$ cat src/design/spio_pkg.sv
// Package of constants for the shared parallel I/O port
package spio_pkg;
  localparam int unsigned WIDTH      = 16;
  localparam int unsigned ADDR_W     = 4;
  localparam int unsigned FIRST_W    = 8;
  localparam int unsigned EXTRA_W    = 4;
  // Register offsets (byte addresses)
  localparam logic [3:0] OFF_DIR     = 4'h0;
  localparam logic [3:0] OFF_PINS    = 4'h4;
  localparam logic [3:0] OFF_LATCH   = 4'h8;
  localparam logic [3:0] OFF_FDIR    = 4'hc;
  // Reset values
  localparam logic [15:0] DIR_RST    = 16'hffff;
  localparam logic [15:0] LATCH_RST  = 16'h0000;
  localparam logic [3:0]  FDIR_RST   = 4'hf;
  // Bits present on this variant (others read zero)
  localparam logic [15:0] IMPL_MASK  = 16'hffff;
endpackage : spio_pkg

$ cat src/design/spio_pad_if.sv
// Interface carrying per-bit port and peripheral drive toward the pad mux
`timescale 1ns/1ps
`default_nettype none
interface spio_pad_if;
  logic [15:0] port_out;
  logic [15:0] port_oe;
  logic [15:0] per_en;
  logic [15:0] per_active;
  logic [15:0] per_out;
  logic [15:0] per_oe;
  logic [15:0] pad_out;
  logic [15:0] pad_oe;
  modport ctl (output port_out, output port_oe, output per_en, output per_active,
               output per_out, output per_oe, input pad_out, input pad_oe);
  modport mux (input port_out, input port_oe, input per_en, input per_active,
               input per_out, input per_oe, output pad_out, output pad_oe);
endinterface : spio_pad_if
`default_nettype wire

$ cat src/design/spio_port.sv
// Shared parallel I/O port: registers, pin read path and pad drive
// Notes on behaviour
// - Active peripheral disables port driver, pin readable
// - Enabled but idle peripheral lets port drive
// - Direction bit one makes pin input
// - Reset sets all pins to inputs
// - Latch read returns latch, write updates latch
// - Pin read returns pins, write updates latch
// - Unimplemented bits read zero everywhere
// - Input-only shared pin is dedicated port bit
// - Mux pair picks peripheral or port, peripheral first
// - First port direction also steers interrupt, reference pins; here extra_oe is held at zero instead
//
// Added by the designer: the strobed register port and the address map.
`timescale 1ns/1ps
`default_nettype none
module spio_port (
  // Clock and reset
  input  wire logic        clk_sys,
  input  wire logic        rst_n,
  // Register port
  input  wire logic [3:0]  addr,
  input  wire logic [15:0] wdata,
  input  wire logic        wr_stb,
  input  wire logic        rd_stb,
  output logic      [15:0] rdata,
  // Pads
  input  wire logic [15:0] pad_in,
  output logic      [15:0] pad_out,
  output logic      [15:0] pad_oe,
  // Extra first-port pins: interrupt and reference
  input  wire logic [3:0]  extra_in,
  output logic      [3:0]  extra_oe,
  // Peripherals
  input  wire logic [15:0] per_en,
  input  wire logic [15:0] per_active,
  input  wire logic [15:0] per_out,
  input  wire logic [15:0] per_oe
);
  logic [15:0] dir_reg;
  logic [15:0] output_latch_reg;
  logic [15:0] pins_reg;
  logic [3:0]  fdir_reg;
  logic [3:0]  extra_reg;

  spio_pad_if pif ();

  function automatic logic [15:0] impl(input logic [15:0] v);
    return v & spio_pkg::IMPL_MASK;
  endfunction

  // Direction register
  always_ff @(posedge clk_sys) begin
    if (!rst_n) begin
      dir_reg  <= spio_pkg::DIR_RST;
      fdir_reg <= spio_pkg::FDIR_RST;
    end else if (wr_stb) begin
      if (addr == spio_pkg::OFF_DIR) begin
        dir_reg <= impl(wdata);
      end else if (addr == spio_pkg::OFF_FDIR) begin
        fdir_reg <= wdata[3:0];
      end
    end
  end

  // Output latch, written through latch or pin-value address
  always_ff @(posedge clk_sys) begin
    if (!rst_n) begin
      output_latch_reg <= spio_pkg::LATCH_RST;
    end else if (wr_stb) begin
      if (addr == spio_pkg::OFF_LATCH) begin
        output_latch_reg <= impl(wdata);
      end else if (addr == spio_pkg::OFF_PINS) begin
        output_latch_reg <= impl(wdata);
      end
    end
  end

  // Pin sampling, always readable even when a peripheral drives
  always_ff @(posedge clk_sys) begin
    if (!rst_n) begin
      pins_reg  <= 16'h0000;
      extra_reg <= 4'h0;
    end else begin
      pins_reg  <= impl(pad_in);
      extra_reg <= extra_in;
    end
  end

  // Read data, one cycle after the strobe
  always_ff @(posedge clk_sys) begin
    if (!rst_n) begin
      rdata <= 16'h0000;
    end else if (rd_stb) begin
      if (addr == spio_pkg::OFF_DIR) begin
        rdata <= impl(dir_reg);
      end else if (addr == spio_pkg::OFF_PINS) begin
        rdata <= pins_reg;
      end else if (addr == spio_pkg::OFF_LATCH) begin
        rdata <= impl(output_latch_reg);
      end else if (addr == spio_pkg::OFF_FDIR) begin
        rdata <= {8'h00, extra_reg, fdir_reg};
      end else begin
        rdata <= 16'h0000;
      end
    end else begin
      rdata <= 16'h0000;
    end
  end

  // Port side drive toward the muxes
  assign pif.port_out   = impl(output_latch_reg);
  assign pif.port_oe    = impl(~dir_reg);
  assign pif.per_en     = impl(per_en);
  assign pif.per_active = per_active;
  assign pif.per_out    = per_out;
  assign pif.per_oe     = per_oe;

  spio_pad_mux u_mux (
    .p (pif.mux)
  );

  assign pad_out = pif.pad_out;
  assign pad_oe  = pif.pad_oe;
  // Input-only shared pins: no competing source, enable held at zero
  assign extra_oe = ~fdir_reg & {4{~dir_reg[spio_pkg::FIRST_W-1]}} & 4'h0;
endmodule // spio_port
`default_nettype wire

$ cat src/design/spio_pad_mux.sv
// Output data and enable multiplexers between peripheral and port
`timescale 1ns/1ps
`default_nettype none
module spio_pad_mux (
  spio_pad_if.mux p
);
  logic [15:0] own;
  // Peripheral owns the pad only while enabled and actively driving
  assign own       = p.per_en & p.per_active;
  assign p.pad_out = (own & p.per_out) | (~own & p.port_out);
  assign p.pad_oe  = (own & p.per_oe) | (~own & p.port_oe);
endmodule // spio_pad_mux
`default_nettype wire

$ cat config.mk
export PLATFORM = sky130hd
export DESIGN_NAME = spio_port
export DESIGN_NICKNAME = d
export VERILOG_FILES = /design/src/design/spio_pkg.sv /design/src/design/spio_pad_if.sv /design/src/design/spio_port.sv /design/src/design/spio_pad_mux.sv
export SDC_FILE = /design/constraint.sdc
export NUM_CORES = 1
export LEC_CHECK = 0
export ABC_CLOCK_PERIOD_IN_PS = 3000
export BUFFER_PORTS_ARGS = -buffer_cell sky130_fd_sc_hd__buf_2
export CORE_UTILIZATION = 24
export CTS_BUF_LIST = sky130_fd_sc_hd__clkbuf_16
export DETAILED_ROUTE_END_ITERATION = 8
export PLACE_DENSITY_LB_ADDON = 0.08
export SLEW_MARGIN = 20
export SYNTH_ARGS = -nofsm -noshare
export SYNTH_HDL_FRONTEND = slang
export SYNTH_HIERARCHICAL = 1
export SYNTH_SLANG_ARGS = --single-unit
$ cat constraint.sdc
create_clock -name clk_sys -period 3 [get_ports clk_sys]
set_input_delay 0.15 -clock clk_sys [delete_from_list [all_inputs] [get_ports clk_sys]]
set_output_delay 0.15 -clock clk_sys [all_outputs]
set_load 0.02 [all_outputs]
==> impl_metrics.env <==
export IMPL_synth_top_area_share_pct=44.9
export IMPL_drive_gt1_share_pct=43.0
export IMPL_cts_max_level=3
export IMPL_dieWidth_um=118
export IMPL_dp_hpwl_um=6820
export IMPL_finalSetupViolations=0
export IMPL_final_antenna_net_count=0
export IMPL_rrSetupSlack_ns=2.15
export IMPL_fin_skew_ns=0.00651
export IMPL_setup_worst_path_class="input port to flop"
export IMPL_required_ns=3.25
export IMPL_ys_seq_area_share_pct=44.9
export IMPL_fmax_mhz=601
export IMPL_grt_pass1_vias=2925
export IMPL_netSwitchingPower_mw=0.564
export IMPL_relSlewSlack_pct=25.3
export IMPL_place_inst=643
export IMPL_final_common_cell="buf_2"
export IMPL_period_share_pct=55.5
export IMPL_irDropWorstVdd_mv=0.225
export IMPL_p_sw_share_pct=23.6
export IMPL_status="complete, no violations"
export IMPL_clk_pin_slew_ns=0.06
export IMPL_final_util_pct=34.5
export IMPL_cts_root_buf="clkbuf_16"
export IMPL_hp_class="input port to flop"
export IMPL_initial_core_util_pct=25.0
export IMPL_insertion_delay_ns=0.32
export IMPL_post_place_ws_ns=0.947
export IMPL_power_mw=2.39
export IMPL_num_vias=2891
export IMPL_post_cts_buffers=0
export IMPL_clockBufferDepth=2
export IMPL_fillers=1365
export IMPL_endpoint_kind="flop"
export IMPL_critical_path_arrival_ns=1.91
export IMPL_finalWorstSetupSlack_ns=1.33
export IMPL_clockPowerShare_pct=46.8
export IMPL_synth_seq_cells=72
export IMPL_drt_iter0_markers=123
export IMPL_fin_setup_tns_ns=0
export IMPL_max_cap_violations=0
export IMPL_cellLeakagePower_nw=2.14
export IMPL_post_drt_wl_per_cell_um=14.5
export IMPL_reg2reg_depth=2
export IMPL_antenna_cells=0
export IMPL_grt_use_total_pct=14.0
export IMPL_core_sq_um=12800
export IMPL_die_area_sq_um=13800
export IMPL_synth_flop_cell="dfxtp_1"
export IMPL_yosysWarningCount=6
export IMPL_cts_sinks=72
export IMPL_syn_inst=337
export IMPL_io_buffers=155
export IMPL_seqPwrFrac_pct=41.6
export IMPL_die_h_um=118
export IMPL_synth_area_sq_um=3210
export IMPL_avgSynthCellArea_sq_um=9.53
export IMPL_nets=590
export IMPL_via_per_inst=4.39
export IMPL_critPathLaunch="addr[2]"
export IMPL_p_per_area_nw_per_um2=540
export IMPL_crit_path_max_fanout=16
export IMPL_grt_max_degree=77
export IMPL_endpoint="output_latch_reg[11]"
export IMPL_rows=41
export IMPL_synth_edf_count=0
export IMPL_antenna_found_initial=0
export IMPL_start_kind="input port"
export IMPL_intPower_mw=1.83
export IMPL_areaGrowthSynthToFinish_pct=37.9
export IMPL_tightest_slew_ns=1.12
export IMPL_cts_hold_buf=0
export IMPL_slew_violations=0
export IMPL_gp_congestion=0.704
export IMPL_wl_um=9530
export IMPL_grt_overflow_total=0
export IMPL_grt_setup_unrepaired="false"
export IMPL_io_pins=160
export IMPL_final_cell_mix="155 x buf_2, 72 x dfxtp_1, 56 x nand2_1"
export IMPL_yosysUniqueCellTypes=26
export IMPL_yosys_area_top_type="dfxtp_1"
export IMPL_synthArstFlopShare_pct=0
export IMPL_drc=0
export IMPL_cts_tree="built"
export IMPL_cts_resized=0
export IMPL_r2r_end="rdata[0]"
export IMPL_grt_pass1_wl_um=15100
export IMPL_hold_viol=0
export IMPL_finalWorstPathRequiredPeriod_ns=1.67
export IMPL_r2r_start="dir_reg[0]"
export IMPL_synth_top_cells_by_area="dfxtp_1 45%, mux2_2 11%, mux2i_1 10%, nand2_1 6.5%, o221ai_1 4.1%"
export IMPL_final_cells=658
export IMPL_drtPass1Iterations=4
export IMPL_numCtsBuffers=9
export IMPL_p_comb_share_pct=11.6
==> cell usage after synthesis (2+ instances only) <==
cell type and count:
buf_4 4, nor2_1 3, mux2_2 32, nor2b_1 13, mux2i_1 32, o211ai_1 12, and2_1 20, buf_2 6
nand2b_1 2, dfxtp_1 72, nand2_1 56, inv_1 17, o221ai_1 15, nand4_1 12, a21oi_1 15, clkbuf_1 16
==> metrics by stage <==
stage | area (sq um) | hold WS [ns]
after global placement | 4120 | 0.359
after detailed placement | 4120 | 0.358
after global routing | 4430 | 0.0268
after CTS | 4430 | 0.0192
final | 4430 | 0.0279
after floorplan | 3220 | 0.277
==> power by group through the flow <==
stage	clock network [mW]	registers [mW]	logic, mW
after floorplan	0	1.02	0.158
after global placement	0	1.02	0.278
after detailed placement	0	1.02	0.281
after CTS	1.15	0.997	0.282
after global routing	1.20	0.998	0.304
final	1.12	0.996	0.278
==> layer usage <==
layer  up-vias  part of all wire [%]  GRT usage [%]
met1      1331                    47           18.1
met2       102                    46           22.9
met3        10                   5.4           3.00
li1       1448                     -              -
met4         0                   1.4           5.13
met5         -                     0              0
==> worst max-delay path: stages <==
cell      delay [ns]
buf_2           0.36
nand2b_1        0.37
a21oi_4         0.76
mux2i_1         0.26
==> how the worst min path moves through the flow <==
stage           startpoint      endpoint  depth (start not counted)
5_1_grt        extra_in[3]  extra_reg[3]                          2
3_5_place_dp     pad_in[2]   pins_reg[2]                          2
2_1_floorplan  extra_in[0]  extra_reg[0]                          1
4_1_cts          pad_in[5]   pins_reg[5]                          2
3_3_place_gp     pad_in[0]   pins_reg[0]                          2
6_report         pad_in[9]   pins_reg[9]                          2
==> cell families (layout without fill, tap and decap cells) <==
| group | Yosys count | in the layout | synth area share, % |
|---|---|---|---|
| DFF | 72 | 72 | 44.9 |
| and+or+nand+nor | 111 | 111 | 17.4 |
| AOI/OAI and AO/OA | 45 | 45 | 10.3 |
| buffers and inverters | 44 | 190 | 6.08 |
| other | 1 | 4 | 0.117 |
| muxes | 64 | 64 | 21.2 |
==> final cells by class <==
class                      instances  area (sq um)  area share [%]
clock buffer                       9           225            5.08
clock inverter                     6          85.1            1.92
tap                              172           215            4.86
sequential                        72          1440            32.5
timing repair buffer             158           798            18.0
multi-input combinational        224          1600            36.1
inverter                          17          63.8            1.44
Note: power is estimated with default switching activity, not from simulation.
